--- config.mk ---
export PLATFORM = sky130hd
export DESIGN_NAME = abs_core
export DESIGN_NICKNAME = d
export VERILOG_FILES = /design/src/rtl/abs_pkg.sv /design/src/rtl/abs_core.sv
export SDC_FILE = /design/constraint.sdc
export NUM_CORES = 1
export LEC_CHECK = 0
export ABC_AREA = 1
export BUFFER_PORTS_ARGS = -buffer_cell sky130_fd_sc_hd__buf_2
export CORE_ASPECT_RATIO = 1.25
export CORE_MARGIN = 2
export CORE_UTILIZATION = 57
export CTS_BUF_LIST = sky130_fd_sc_hd__clkbuf_2
export DETAILED_ROUTE_END_ITERATION = 8
export HOLD_SLACK_MARGIN = 0.08
export PLACE_DENSITY_LB_ADDON = 0.08
export SLEW_MARGIN = 20
export SYNTH_ARGS = -nofsm -noshare
export SYNTH_HDL_FRONTEND = slang
export SYNTH_SLANG_ARGS = --single-unit
export TNS_END_PERCENT = 10
--- constraint.sdc ---
create_clock -name i_core_clk -period 3.1 [get_ports i_core_clk]
set_clock_uncertainty 0.05 [all_clocks]
set_input_delay 0.155 -clock i_core_clk [delete_from_list [all_inputs] [get_ports i_core_clk]]
set_output_delay 0.155 -clock i_core_clk [all_outputs]
set_load 0.01 [all_outputs]
--- src/rtl/abs_pkg.sv ---
// constants and carrier types of the adc bus slave and module configuration block
`default_nettype none
package abs_pkg;
  // location map, 16-bit locations on even byte addresses
  localparam logic [9:0] LOC_MCR = 10'h000;
  localparam logic [9:0] LOC_ASSIGN = 10'h006;
  localparam logic [9:0] LOC_RO_LO = 10'h006;
  localparam logic [9:0] LOC_RO_HI = 10'h010;
  localparam logic [9:0] LOC_RAM = 10'h100;
  // plain register port offsets
  localparam logic [3:0] REG_MCR = 4'h0;
  localparam logic [3:0] REG_STAT = 4'h4;
  // module_config_reg fields and reset values
  localparam int MCR_STOP = 15;
  localparam int MCR_FRZ = 14;
  localparam int MCR_SUPERVISOR_SPACE_BIT = 7;
  localparam logic MCR_STOP_RST = 1'b0;
  localparam logic MCR_FRZ_RST = 1'b0;
  localparam logic MCR_SUPERVISOR_SPACE_BIT_RST = 1'b1;
  localparam logic [3:0] MCR_IARB_RST = 4'h0;
  // read values of refused reads
  localparam logic [15:0] FILL_SUPER = 16'h0000;
  localparam logic [15:0] FILL_ASSIGN = 16'hFFFF;
  // access_class_code bit that marks supervisor
  localparam int FC_SUPER = 2;
  localparam int WAIT_MAX_DEF = 4;

  typedef enum logic [1:0] {
    SZ_BYTE = 2'h0,
    SZ_WORD = 2'h1,
    SZ_LONG = 2'h2
  } abs_size_type;

  typedef struct packed {
    logic [9:0] addr;
    abs_size_type size;
    logic wr;
    logic [2:0] fc;
    logic [31:0] wdata;
  } abs_acc_type;

  typedef struct packed {
    logic [9:0] addr;
    logic [15:0] wdata;
    logic [1:0] be;
    logic wr;
    logic rd;
  } abs_loc_type;
endpackage
`default_nettype wire

--- src/rtl/abs_core.sv ---
// bus_interface_unit access splitter, module_config_reg, stop and freeze control
//
// Operation
// - Accept byte, word, long at any address
// - Two clocks per cycle, zero to WAIT_MAX waits
// - Split accesses as independent cycles, no holding
// - Even byte uses bits 15..8 only
// - Odd byte uses bits 7..0 only
// - Even word moves full location once
// - Odd word: low byte, then next high
// - Even long: two full locations in order
// - Odd long: low, full, high byte cycles
// - Config fields writable, unused bits read zero
// - Stop gates analog clock, aborts sequence
// - Stop: globals open, port/control-zero read-only
// - Stop: RAM kept but inaccessible
// - Stop: control one/two, status reset, read-only
// - Stop holds prescaler and timer in reset
// - Freeze now if idle, else after conversion, mode change or queue 2 abort
// - Save queue pointer when freezing while active
// - Freeze resets analog clock and timer only
// - Drop triggers in freeze, resume from state
// - Freeze enable clear ignores halt line
// - User read refused: 0000 or FFFF
// - User write to protected space ignored
// - Access class code decides supervisor access
// - Supervisor bit restricts whole assignable space
// - Global registers always supervisor-only
//
// Implementation choices: the strobed register port and the register offsets.
`default_nettype none
module abs_core #(
  parameter int WAIT_MAX = abs_pkg::WAIT_MAX_DEF
) (
  input wire logic i_core_clk, // core clock
  input wire logic i_rst, // sync reset
  input wire logic [3:0] i_reg_addr, // plain port address
  input wire logic [15:0] i_reg_wdata, // plain port write data
  input wire logic i_reg_wr, // plain port write strobe
  input wire logic i_reg_rd, // plain port read strobe
  output logic [15:0] o_reg_rdata, // read data, cycle after strobe
  input wire logic i_acc_valid, // module bus access request
  input wire abs_pkg::abs_acc_type i_acc, // access fields
  output logic o_acc_busy, // access in progress
  output logic o_acc_done, // access finished pulse
  output logic [31:0] o_acc_rdata, // read result, right aligned except even byte in bits 15..8
  output abs_pkg::abs_loc_type o_loc, // internal location cycle
  input wire logic [15:0] i_loc_rdata, // location read data
  input wire logic i_loc_busy, // converter uses the location
  input wire logic i_freeze_line, // debug halt line
  input wire logic i_queue_active, // a queue is executing
  input wire logic i_conv_done, // current conversion ended
  input wire logic i_mode_chg, // active queue mode rewritten
  input wire logic i_q2_abort, // queue 2 aborted
  input wire logic [5:0] i_queue_ptr, // queue pointer location
  input wire logic [1:0] i_ext_trig, // external trigger pins
  input wire logic [1:0] i_trig_ack, // queue logic took trigger
  output logic [1:0] o_trig_pend, // recorded trigger events
  output logic o_analog_clk_en, // analog clock enable
  output logic o_abort_seq, // abort conversion sequence pulse
  output logic o_presc_rst, // conversion_clock prescaler reset
  output logic o_timer_rst, // periodic/interval timer reset
  output logic o_stop_hold, // reset control one/two and status
  output logic o_frozen, // freeze active
  output logic o_resume, // freeze left pulse
  output logic [5:0] o_saved_ptr, // saved command word location
  output logic [3:0] o_iarb // arbitration number field
);
  typedef enum logic [3:0] {
    ENG_IDLE = 4'b0001,
    ENG_SEG = 4'b0010,
    ENG_DATA = 4'b0100,
    ENG_SPARE = 4'b1000
  } abs_eng_type;

  typedef struct packed {
    logic stop;
    logic freeze_enable_bit;
    logic supervisor_space_bit;
    logic [3:0] iarb;
    abs_eng_type eng;
    logic [9:0] addr;
    logic [2:0] rem;
    logic [31:0] wq;
    logic [31:0] acc;
    logic byte_even;
    logic wr;
    logic [2:0] fc;
    logic [2:0] waits;
    logic [1:0] lane;
    logic blocked;
    logic fill1;
    logic is_mcr;
    abs_pkg::abs_loc_type loc;
    logic [15:0] rdata16;
    logic done;
    logic busy;
    logic [31:0] acc_rdata;
    logic frozen;
    logic [5:0] saved_ptr;
    logic resume;
    logic abort;
    logic aclk_en;
    logic tmr_rst;
    logic [1:0] s1;
    logic [1:0] s2;
    logic [1:0] s3;
    logic [1:0] tlev;
    logic [1:0] pend;
  } abs_st_type;

  abs_st_type st;
  abs_st_type next_st;

  if (WAIT_MAX < 1 || WAIT_MAX > 7) begin : g_chk
    $error("WAIT_MAX must be 1 to 7");
  end

  logic [15:0] mcr16;
  logic [15:0] stat16;
  logic [9:0] seg_loc;
  logic [1:0] seg_lane;
  logic seg_super;
  logic seg_quiet;
  logic go;
  logic [15:0] d16;
  logic [15:0] mw;
  logic [2:0] step;
  logic frz_on;

  assign mcr16 = {st.stop, st.freeze_enable_bit, 6'h00, st.supervisor_space_bit, 3'h0, st.iarb};
  assign stat16 = {st.stop, st.frozen, st.busy, 7'h00, st.saved_ptr};
  assign frz_on = st.freeze_enable_bit && i_freeze_line;

  always_comb begin
    next_st = st;
    next_st.done = 1'b0;
    next_st.resume = 1'b0;
    next_st.rdata16 = 16'h0000;
    seg_loc = {st.addr[9:1], 1'b0};
    seg_lane = 2'b11;
    seg_super = 1'b0;
    seg_quiet = 1'b0;
    go = 1'b0;
    d16 = 16'h0000;
    mw = 16'h0000;
    step = 3'h2;
    // plain port: module_config_reg and status
    if (i_reg_rd) begin
      if (i_reg_addr == abs_pkg::REG_MCR) begin
        next_st.rdata16 = mcr16;
      end else if (i_reg_addr == abs_pkg::REG_STAT) begin
        next_st.rdata16 = stat16;
      end
    end
    if (i_reg_wr && i_reg_addr == abs_pkg::REG_MCR) begin
      next_st.stop = i_reg_wdata[abs_pkg::MCR_STOP];
      next_st.freeze_enable_bit = i_reg_wdata[abs_pkg::MCR_FRZ];
      next_st.supervisor_space_bit = i_reg_wdata[abs_pkg::MCR_SUPERVISOR_SPACE_BIT];
      next_st.iarb = i_reg_wdata[3:0];
    end
    case (st.eng)
      ENG_IDLE: begin
        if (i_acc_valid) begin
          next_st.addr = i_acc.addr;
          next_st.wr = i_acc.wr;
          next_st.fc = i_acc.fc;
          next_st.acc = 32'h0000_0000;
          next_st.byte_even = (i_acc.size == abs_pkg::SZ_BYTE) && !i_acc.addr[0];
          if (i_acc.size == abs_pkg::SZ_BYTE) begin
            next_st.rem = 3'h1;
            next_st.wq = {i_acc.wdata[7:0], 24'h000000};
          end else if (i_acc.size == abs_pkg::SZ_WORD) begin
            next_st.rem = 3'h2;
            next_st.wq = {i_acc.wdata[15:0], 16'h0000};
          end else begin
            next_st.rem = 3'h4;
            next_st.wq = i_acc.wdata;
          end
          next_st.eng = ENG_SEG;
        end
      end
      ENG_SEG: begin
        // lane choice yields the odd/even byte, word and long patterns
        if (st.addr[0]) begin
          seg_lane = 2'b01;
        end else if (st.rem >= 3'h2) begin
          seg_lane = 2'b11;
        end else begin
          seg_lane = 2'b10;
        end
        seg_super = seg_loc < abs_pkg::LOC_ASSIGN;
        next_st.blocked = !st.fc[abs_pkg::FC_SUPER] && (seg_super || st.supervisor_space_bit);
        next_st.fill1 = !seg_super;
        next_st.is_mcr = seg_loc == abs_pkg::LOC_MCR;
        seg_quiet = next_st.blocked || next_st.is_mcr;
        if (st.stop && seg_loc >= abs_pkg::LOC_RAM) begin
          seg_quiet = 1'b1;
        end
        if (st.stop && st.wr && seg_loc >= abs_pkg::LOC_RO_LO &&
            seg_loc <= abs_pkg::LOC_RO_HI) begin
          seg_quiet = 1'b1;
        end
        next_st.lane = seg_lane;
        next_st.loc.addr = seg_loc;
        next_st.loc.be = seg_lane;
        if (seg_lane == 2'b11) begin
          next_st.loc.wdata = st.wq[31:16];
        end else if (seg_lane == 2'b01) begin
          next_st.loc.wdata = {8'h00, st.wq[31:24]};
        end else begin
          next_st.loc.wdata = {st.wq[31:24], 8'h00};
        end
        next_st.loc.rd = !seg_quiet && !st.wr;
        next_st.loc.wr = !seg_quiet && st.wr;
        next_st.waits = 3'h0;
        next_st.eng = ENG_DATA;
      end
      ENG_DATA: begin
        // contention stretches the cycle, capped so the bus never hangs
        go = !(st.loc.rd || st.loc.wr) || !i_loc_busy ||
             (st.waits == 3'(WAIT_MAX));
        if (!go) begin
          next_st.waits = st.waits + 3'h1;
        end else begin
          if (st.blocked) begin
            d16 = st.fill1 ? abs_pkg::FILL_ASSIGN : abs_pkg::FILL_SUPER;
          end else if (st.is_mcr) begin
            d16 = mcr16;
          end else if (st.loc.rd) begin
            d16 = i_loc_rdata;
          end
          if (st.is_mcr && st.wr && !st.blocked) begin
            mw = {st.lane[1] ? st.loc.wdata[15:8] : mcr16[15:8],
                  st.lane[0] ? st.loc.wdata[7:0] : mcr16[7:0]};
            next_st.stop = mw[abs_pkg::MCR_STOP];
            next_st.freeze_enable_bit = mw[abs_pkg::MCR_FRZ];
            next_st.supervisor_space_bit = mw[abs_pkg::MCR_SUPERVISOR_SPACE_BIT];
            next_st.iarb = mw[3:0];
          end
          // each piece is taken as it comes; no second-word latch
          if (st.lane == 2'b11) begin
            next_st.acc = {st.acc[15:0], d16};
            next_st.wq = {st.wq[15:0], 16'h0000};
            step = 3'h2;
          end else begin
            next_st.acc = {st.acc[23:0], st.lane[0] ? d16[7:0] : d16[15:8]};
            next_st.wq = {st.wq[23:0], 8'h00};
            step = 3'h1;
          end
          next_st.addr = st.addr + 10'(step);
          next_st.rem = st.rem - step;
          next_st.loc.rd = 1'b0;
          next_st.loc.wr = 1'b0;
          if (st.rem == step) begin
            next_st.done = 1'b1;
            next_st.acc_rdata = st.byte_even ? {next_st.acc[23:0], 8'h00} : next_st.acc;
            next_st.eng = ENG_IDLE;
          end else begin
            next_st.eng = ENG_SEG;
          end
        end
      end
      default: begin
        next_st.eng = ENG_IDLE;
      end
    endcase
    // freeze entry and exit
    if (!st.frozen && frz_on && (!i_queue_active || i_conv_done || i_mode_chg ||
        i_q2_abort)) begin
      next_st.frozen = 1'b1;
      if (i_queue_active) begin
        next_st.saved_ptr = i_queue_ptr;
      end
    end else if (st.frozen && !frz_on) begin
      next_st.frozen = 1'b0;
      next_st.resume = 1'b1;
    end
    // external triggers: three-stage sync, agreed level, rising edge records
    next_st.s1 = i_ext_trig;
    next_st.s2 = st.s1;
    next_st.s3 = st.s2;
    for (int i = 0; i < 2; i++) begin
      if (st.s2[i] == st.s3[i]) begin
        next_st.tlev[i] = st.s3[i];
      end
      if (i_trig_ack[i]) begin
        next_st.pend[i] = 1'b0;
      end
      // set beats ack; freeze discards the event
      if (st.s2[i] == st.s3[i] && st.s3[i] && !st.tlev[i] && !st.frozen) begin
        next_st.pend[i] = 1'b1;
      end
    end
    next_st.abort = next_st.stop && !st.stop;
    next_st.aclk_en = !next_st.stop && !next_st.frozen;
    next_st.tmr_rst = next_st.stop || next_st.frozen;
    next_st.busy = next_st.eng != ENG_IDLE;
  end

  always_ff @(posedge i_core_clk) begin
    if (i_rst) begin
      st <= '0;
      st.eng <= ENG_IDLE;
      st.stop <= abs_pkg::MCR_STOP_RST;
      st.freeze_enable_bit <= abs_pkg::MCR_FRZ_RST;
      st.supervisor_space_bit <= abs_pkg::MCR_SUPERVISOR_SPACE_BIT_RST;
      st.iarb <= abs_pkg::MCR_IARB_RST;
      st.aclk_en <= 1'b1;
    end else begin
      st <= next_st;
    end
  end

  assign o_reg_rdata = st.rdata16;
  assign o_acc_busy = st.busy;
  assign o_acc_done = st.done;
  assign o_acc_rdata = st.acc_rdata;
  assign o_loc = st.loc;
  assign o_trig_pend = st.pend;
  assign o_analog_clk_en = st.aclk_en;
  assign o_abort_seq = st.abort;
  assign o_presc_rst = st.stop;
  assign o_timer_rst = st.tmr_rst;
  assign o_stop_hold = st.stop;
  assign o_frozen = st.frozen;
  assign o_resume = st.resume;
  assign o_saved_ptr = st.saved_ptr;
  assign o_iarb = st.iarb;

  property p_seg_two;
    @(posedge i_core_clk) disable iff (i_rst)
    (st.eng == ENG_SEG) |=> (st.eng == ENG_DATA) && (st.waits == 3'h0);
  endproperty
  a_seg_two: assert property (p_seg_two) else $error("segment not followed by data");

  property p_wait_cap;
    @(posedge i_core_clk) disable iff (i_rst)
    (st.eng == ENG_DATA && st.waits == 3'(WAIT_MAX)) |=> (st.eng != ENG_DATA);
  endproperty
  a_wait_cap: assert property (p_wait_cap) else $error("wait states exceed limit");

  property p_no_wait;
    @(posedge i_core_clk) disable iff (i_rst)
    (st.eng == ENG_DATA && !i_loc_busy) |=> (st.eng != ENG_DATA);
  endproperty
  a_no_wait: assert property (p_no_wait) else $error("uncontended cycle stretched");

  property p_blk_wr;
    @(posedge i_core_clk) disable iff (i_rst)
    (st.eng == ENG_DATA && st.blocked) |-> !st.loc.wr && !st.loc.rd;
  endproperty
  a_blk_wr: assert property (p_blk_wr) else $error("refused access strobed");

  property p_fill;
    @(posedge i_core_clk) disable iff (i_rst)
    (st.eng == ENG_DATA && st.blocked && st.lane == 2'b11) |=>
      (st.acc[15:0] == ($past(st.fill1) ? abs_pkg::FILL_ASSIGN : abs_pkg::FILL_SUPER));
  endproperty
  a_fill: assert property (p_fill) else $error("refused read value wrong");

  property p_ram_stop;
    @(posedge i_core_clk) disable iff (i_rst)
    (st.eng == ENG_DATA && $past(st.stop) && st.loc.addr >= abs_pkg::LOC_RAM) |->
      !(st.loc.rd || st.loc.wr);
  endproperty
  a_ram_stop: assert property (p_ram_stop) else $error("ram reached in stop");

  property p_stop_abort;
    @(posedge i_core_clk) disable iff (i_rst)
    $rose(st.stop) |-> st.abort && !st.aclk_en && st.tmr_rst ##1 !st.abort;
  endproperty
  a_stop_abort: assert property (p_stop_abort) else $error("stop entry incomplete");

  property p_frz_idle;
    @(posedge i_core_clk) disable iff (i_rst)
    (st.freeze_enable_bit && i_freeze_line && !i_queue_active && !st.frozen) |=> st.frozen && st.tmr_rst;
  endproperty
  a_frz_idle: assert property (p_frz_idle) else $error("idle freeze late");

  property p_frz_off;
    @(posedge i_core_clk) disable iff (i_rst)
    !st.freeze_enable_bit |=> !st.frozen;
  endproperty
  a_frz_off: assert property (p_frz_off) else $error("froze with freeze disabled");

  property p_save_ptr;
    @(posedge i_core_clk) disable iff (i_rst)
    (!st.frozen && next_st.frozen && i_queue_active) |=> (st.saved_ptr == $past(i_queue_ptr));
  endproperty
  a_save_ptr: assert property (p_save_ptr) else $error("queue pointer not saved");

  property p_trig_drop;
    @(posedge i_core_clk) disable iff (i_rst)
    (st.frozen && !st.pend[0]) |=> !st.pend[0];
  endproperty
  a_trig_drop: assert property (p_trig_drop) else $error("trigger kept in freeze");
endmodule
`default_nettype wire

==> impl_metrics.py, run 1 <==
metrics = {
    "outcome": {
        "outcome": "completed",
    },
    "logic_synthesis": {
        "yosys_warnings": 0,
        "ys.flop_type": "dfxtp_1",
        "synthAdderAreaFrac_pct": 1.51,
        "netlist_area_um2": 9300,
        "synth_top_family_by_area": "simple AND/OR/NAND/NOR gates",
        "ys_ff_latch": 183,
        "synth_xor_area_share_pct": 0,
        "syn_inst": 1382,
        "synth_edf_count": 0,
        "synth_most_common_cell": "nand2_1",
        "seq_area_frac_synth_pct": 39.4,
        "synthTopCellsByArea": "dfxtp_1 39%, nand2_1 17%, buf_4 8.1%",
        "synth_compound_area_share_pct": 13.0,
        "synth.top_cell.area_share_pct": 39.4,
        "synthMuxAreaShare_pct": 0,
        "synth_cell_type_count": 38,
        "async_reset_ff_share_pct": 0,
        "yosysTopAreaCell": "dfxtp_1",
        "netlist_top_cells_count": "432 x nand2_1, 183 x dfxtp_1, 131 x inv_1",
        "syn_area_per_cell_um2": 6.73,
        "yosys.area_share.simple_pct": 29.8,
    },
    "global_routing": {
        "grt_pass1_vias": 9729,
        "grt_pass1_wl_um": 47500,
        "grt_max_degree": 85,
        "antenna_found_initial": 1,
        "grt_util_all_layers_pct": 33.9,
        "grt-ovfl-total": 0,
    },
    "detailed_routing": {
        "wl_um": 30100,
        "post-route-drc-count": 0,
        "firstDrtPassIters": 6,
        "drt-initial-drc-count": 967,
        "viasPerCell": 5.35,
        "wl_per_cell_um": 15.7,
        "vias": 10200,
        "drtAntennaViolNets": 0,
    },
    "timing": {
        "min_period_ps": 3090,
        "period_share_pct": 99.8,
        "hold_viol": 0,
        "tightest_slew_ps": 1030,
        "fmax_ghz": 0.323,
        "rsz0062_at_grt": "true",
        "worst_slack_ps": 7.32,
        "final_max_slew_viol_count": 0,
        "setup_viol": 0,
        "relSlewSlack_pct": 31.7,
    },
    "floorplan": {
        "dieArea_um2": 17400,
        "dieHeight_um": 147,
        "dieWidth_um": 118,
        "num_rows": 52,
        "fp.coreArea_um2": 16100,
        "initial_core_util_pct": 57.8,
        "design.portCount": 204,
    },
    "power": {
        "power.density_nw_per_um2": 351,
        "leakagePower_nw": 5.81,
        "ir_drop_uv": 245,
        "finalPower_mw": 4.30,
    },
    "worst_setup_path": {
        "critical_path_buf_inv_count": 4,
        "crit_slowest_cell": "nor2_1",
        "crit_path_end_kind": "flip-flop",
        "critPathTopFamily": "buffers and inverters",
        "slowest_delay_ps": 650,
        "worstPathArrival_ps": 3820,
        "cp_cell_sequence": "dlygate4sd3_1 > buf_2 > nor2_2 > nand2_1 > nor2_1 > nand2_1 > nand3_1 > dlygate4sd3_1 > nor2_1 > dlygate4sd3_1 > nor2_1",
        "path_depth": 11,
        "worstPathRequired_ps": 3830,
        "start_kind": "primary input",
        "crit_type": "in -> reg",
        "crit_fanout": 12,
        "reg2reg_depth": 11,
    },
    "place": {
        "place_ws_ps": 791,
        "placed_cell_area_um2": 9670,
        "dpl.hpwl_um": 16600,
        "finalWeightedCongestion": 0.934,
        "io_buffer_count": 185,
    },
    "clocking": {
        "clock_insertion_delay_worst_skew_ps": 810,
        "cts_tree": "built",
        "cts-root-buf": "clkbuf_2",
        "cts_buffer_depth": 2,
        "clock_sinks": 183,
        "numCtsBuffers": 17,
        "post_cts_buffers": 0,
        "cts_max_level": 4,
        "clk_pin_slew_ps": 280,
    },
    "finish": {
        "area_growth_pct": 31.9,
        "drive_above_1_share_pct": 15.4,
        "seq_area_um2": 3670,
        "fin_util_pct": 76.3,
        "nets": 1802,
        "multiInputGateArea_um2": 4160,
        "design_area_um2": 12300,
        "fillerInstances": 1246,
    },
    "worst_hold_path": {
        "holdPathStages": 6,
        "hp-class": "in -> reg",
    },
    "run": {
        "maxCapViolCount": 0,
    },
}
## cells by family after synthesis
group | Yosys count
compound gates | 227
flops | 183
fa+ha+maj | 10
simple gates | 668
other cells | 1
buf+inv | 293
## worst min-delay path, stage by stage
cell	delay [ps]
dlygate4sd3_1	560
buf_2	140
nand2_1	70
nor2_2	60
nand2_1	70
a21oi_1	60
## cell usage in the layout, fill, tap and decap left out, types with 8 or more instances in the layout
master         instances
o21ai_0               82
dfxtp_1              181
clkbuf_2              17
dlygate4sd3_1        231
ha_1                   8
a21oi_1               97
nand2_1              431
a31oi_1               13
inv_1                130
nand3_1              104
o22ai_1               17
nor2_1               102
buf_2                185
conb_1                 8
buf_4                 14
## power by group
part           internal (mW)  switching [mW]
Combinational          0.280           0.273
Clock                  0.452           0.867
Sequential              2.40          0.0282
Total                   3.13            1.17
## state kept, by name, summed over array words and instances, names as in the netlist
name / count
o_presc_rst: 1
o_frozen: 1
o_abort_seq: 1
mcr16: 2
seg_loc: 9
o_acc_rdata: 32
st: 77
o_acc_busy: 1
o_loc: 29
o_acc_done: 1
o_iarb: 4
next_st: 4
o_timer_rst: 1
o_trig_pend: 2
o_reg_rdata: 10
o_saved_ptr: 6
o_resume: 1
o_analog_clk_en: 1
## layer usage
layer  share of wire (%)  GRT usage, %  vias to the layer above
li1                    -             -                     4903
met1                  40          40.1                     4675
met2                  49          58.5                      554
met3                 7.6          6.52                      117
met4                 4.0          17.0                        0
met5                   0             0                        -
## per-stage QoR
stage / hold slack, ps / cells / TNS (ps)
CTS: 277 / 1916 / 0
finish: 296 / 1917 / 0
global route: 290 / 1917 / -20.4
detailed placement: 317 / 1653 / 0
floorplan: 212 / 1389 / 0
global placement: 305 / 1653 / 0
## timing repair
action / in CTS / in global routing
hold buffers: 231 / 1
gates resized for setup: 0 / 6
endpoints found under the setup margin: 0 / 15
endpoints found under the hold margin: 176 / 8
## path summary, 6_finish.rpt
path	from	to	slack [ps]
worst min register to register	next_st[6]$_SDFF_PP0_	next_st[4]$_SDFF_PP0_	370
worst max register to register	st[192]$_SDFF_PP0_	st[165]$_SDFFE_PP0P_	100
worst max-delay path	i_acc[37]	st[164]$_SDFFE_PP0P_	7
worst min-delay path	i_loc_busy	st[106]$_SDFFE_PP0P_	300
## final cells by class
cell class | instances | area share, %
sequential | 183 | 29.9
multi-input combinational | 913 | 33.9
inverter | 140 | 4.31
tap | 216 | 2.20
timing repair buffer | 432 | 27.5
clock inverter | 15 | 1.45
antenna | 1 | 0.0204
clock buffer | 17 | 0.694
No activity file was read; power rests on OpenSTA's default activity.
==> run 2: changes to the inputs <==
==> constraint.sdc (replaced) <==
create_clock -name i_core_clk -period 3.3 [get_ports i_core_clk]
set_clock_uncertainty 0.05 [all_clocks]
set_input_delay 0.165 -clock i_core_clk [delete_from_list [all_inputs] [get_ports i_core_clk]]
set_output_delay 0.165 -clock i_core_clk [all_outputs]
set_load 0.01 [all_outputs]
==> impl_metrics.py, run 2 (synthesis results as in run 1) <==
metrics = {
    "timing": {
        "hold_viol": 0,
        "final_max_slew_viol_count": 0,
        "relSlewSlack_pct": 34.5,
        "fmax_ghz": 0.316,
        "period_share_pct": 95.8,
        "tightest_slew_ps": 983,
        "min_period_ps": 3160,
        "setup_viol": 0,
    },
    "global_routing": {
        "grt-ovfl-total": 0,
        "grt_max_degree": 85,
        "grt_pass1_wl_um": 48500,
        "grt_pass1_vias": 9910,
        "antenna_found_initial": 2,
        "grt_util_all_layers_pct": 34.5,
    },
    "floorplan": {
        "dieArea_um2": 17400,
        "num_rows": 52,
        "initial_core_util_pct": 57.8,
        "design.portCount": 204,
        "dieWidth_um": 118,
        "fp.coreArea_um2": 16100,
        "dieHeight_um": 147,
    },
    "clocking": {
        "numCtsBuffers": 17,
        "cts_tree": "built",
        "cts_buffer_depth": 2,
        "clk_pin_slew_ps": 260,
        "cts-root-buf": "clkbuf_2",
        "clock_sinks": 183,
        "cts_max_level": 4,
        "clock_insertion_delay_worst_skew_ps": 770,
    },
    "finish": {
        "largest_reg_flops": 77,
        "design_area_um2": 12400,
        "drive_above_1_share_pct": 15.2,
        "largest_register": "st",
        "final_cell_mix": "431 x nand2_1, 243 x dlygate4sd3_1, 185 x buf_2",
        "area_growth_pct": 33.8,
        "layout_commonest_cell": "nand2_1",
        "nets": 1816,
    },
    "worst_setup_path": {
        "crit_fanout": 31,
        "worstPathRequired_ps": 4000,
        "start_kind": "flip-flop",
        "crit_path_end_kind": "flip-flop",
        "crit_type": "reg -> reg",
        "worstPathArrival_ps": 3860,
    },
    "detailed_routing": {
        "wl_um": 30700,
        "drtAntennaViolNets": 0,
        "vias": 10300,
        "drt-initial-drc-count": 926,
        "post-route-drc-count": 0,
        "wl_per_cell_um": 15.9,
        "viasPerCell": 5.31,
        "firstDrtPassIters": 8,
    },
    "power": {
        "power.density_nw_per_um2": 328,
        "finalPower_mw": 4.08,
        "leakagePower_nw": 5.95,
        "ir_drop_uv": 215,
    },
    "outcome": {
        "outcome": "completed",
    },
    "place": {
        "finalWeightedCongestion": 0.912,
        "io_buffer_count": 185,
        "dpl.hpwl_um": 16700,
        "placed_cell_area_um2": 9650,
    },
    "worst_hold_path": {
        "hp-class": "in -> reg",
    },
    "run": {
        "maxCapViolCount": 0,
    },
}
-- run 2: cell types whose count changed in the layout (fill, tap and decap cells not counted), moves of 2 or more --
| cell | before | now |
|---|---|---|
| nand2_4 | 2 | 0 |
| dlygate4sd3_1 | 231 | 243 |
| clkbuf_2 | 17 | 19 |
| dfxtp_1 | 181 | 183 |
| nand2_8 | 0 | 2 |
| clkinvlp_4 | 4 | 2 |
| dfxtp_2 | 2 | 0 |
-- run 2: final cells by class --
type,count,area [um2]
sequential,183,3660
antenna,2,5.00
tap,216,270
timing repair buffer,446,3520
clock buffer,19,95.1
inverter,140,533
fill,1196,3640
multi-input combinational,913,4170
clock inverter,13,176
-- run 2: per-stage QoR --
step | hold WS, ps | util (%) | instances | setup TNS (ps) | setup slack, ps
5_1_grt | 243 | 77.4 | 1932 | -2.59 | -2.59
4_1_cts | 257 | 76.9 | 1925 | 0 | 13.3
6_report | 294 | 77.4 | 1932 | 0 | 138
3_5_place_dp | 329 | 60.1 | 1650 | 0 | 989
2_1_floorplan | 222 | - | 1389 | 0 | 1020
3_3_place_gp | 314 | 60.1 | 1650 | 0 | 1000
-- run 2: path summary, 6_finish.rpt --
path / startpoint / end / slack, ps / cells past startpoint
setup / recovery: st[106]$_SDFFE_PP0P_ / st[158]$_SDFFE_PP0P_ / 140 / 12
hold / removal: i_acc[38] / st[181]$_SDFFE_PP0P_ / 290 / 6
setup reg to reg: st[106]$_SDFFE_PP0P_ / st[158]$_SDFFE_PP0P_ / 140 / 12
hold reg to reg: next_st[6]$_SDFF_PP0_ / next_st[4]$_SDFF_PP0_ / 370 / 2
-- run 2: repair_timing --
| action | 4_1_cts | 5_1_grt |
|---|---|---|
| hold buffers | 243 | 0 |
| endpoints found under the hold margin | 171 | 0 |
| endpoints found under the setup margin | 0 | 25 |
| buffers inserted | 0 | 5 |
| gates resized for setup | 0 | 7 |
-- run 2: worst max-delay path, cell delays in order, from the launching register on --
cell	delay, ps
dfxtp_1	370
inv_1	90
ha_1	150
nand2_1	80
nand3_2	180
nand2_8	150
nand2_8	210
nand2_1	140
inv_2	260
nand2_1	140
dlygate4sd3_1	590
a21oi_1	160
dlygate4sd3_1	580
-- run 2: metal layers --
metal	share of wire [%]	vias to the layer above	GRT usage, %
met5	0	-	0
met4	4.6	0	18.0
met3	6.9	119	5.94
met2	49	539	60.3
met1	39	4680	40.4
li1	-	4925	-
-- run 2: where the power goes --
group	switching [mW]	leakage, nW	total, mW	internal (mW)
sequential	0.0269	1.48	2.28	2.25
combinational	0.256	4.31	0.517	0.260
clock	0.782	0.165	1.28	0.502
total	1.06	5.95	4.08	3.02
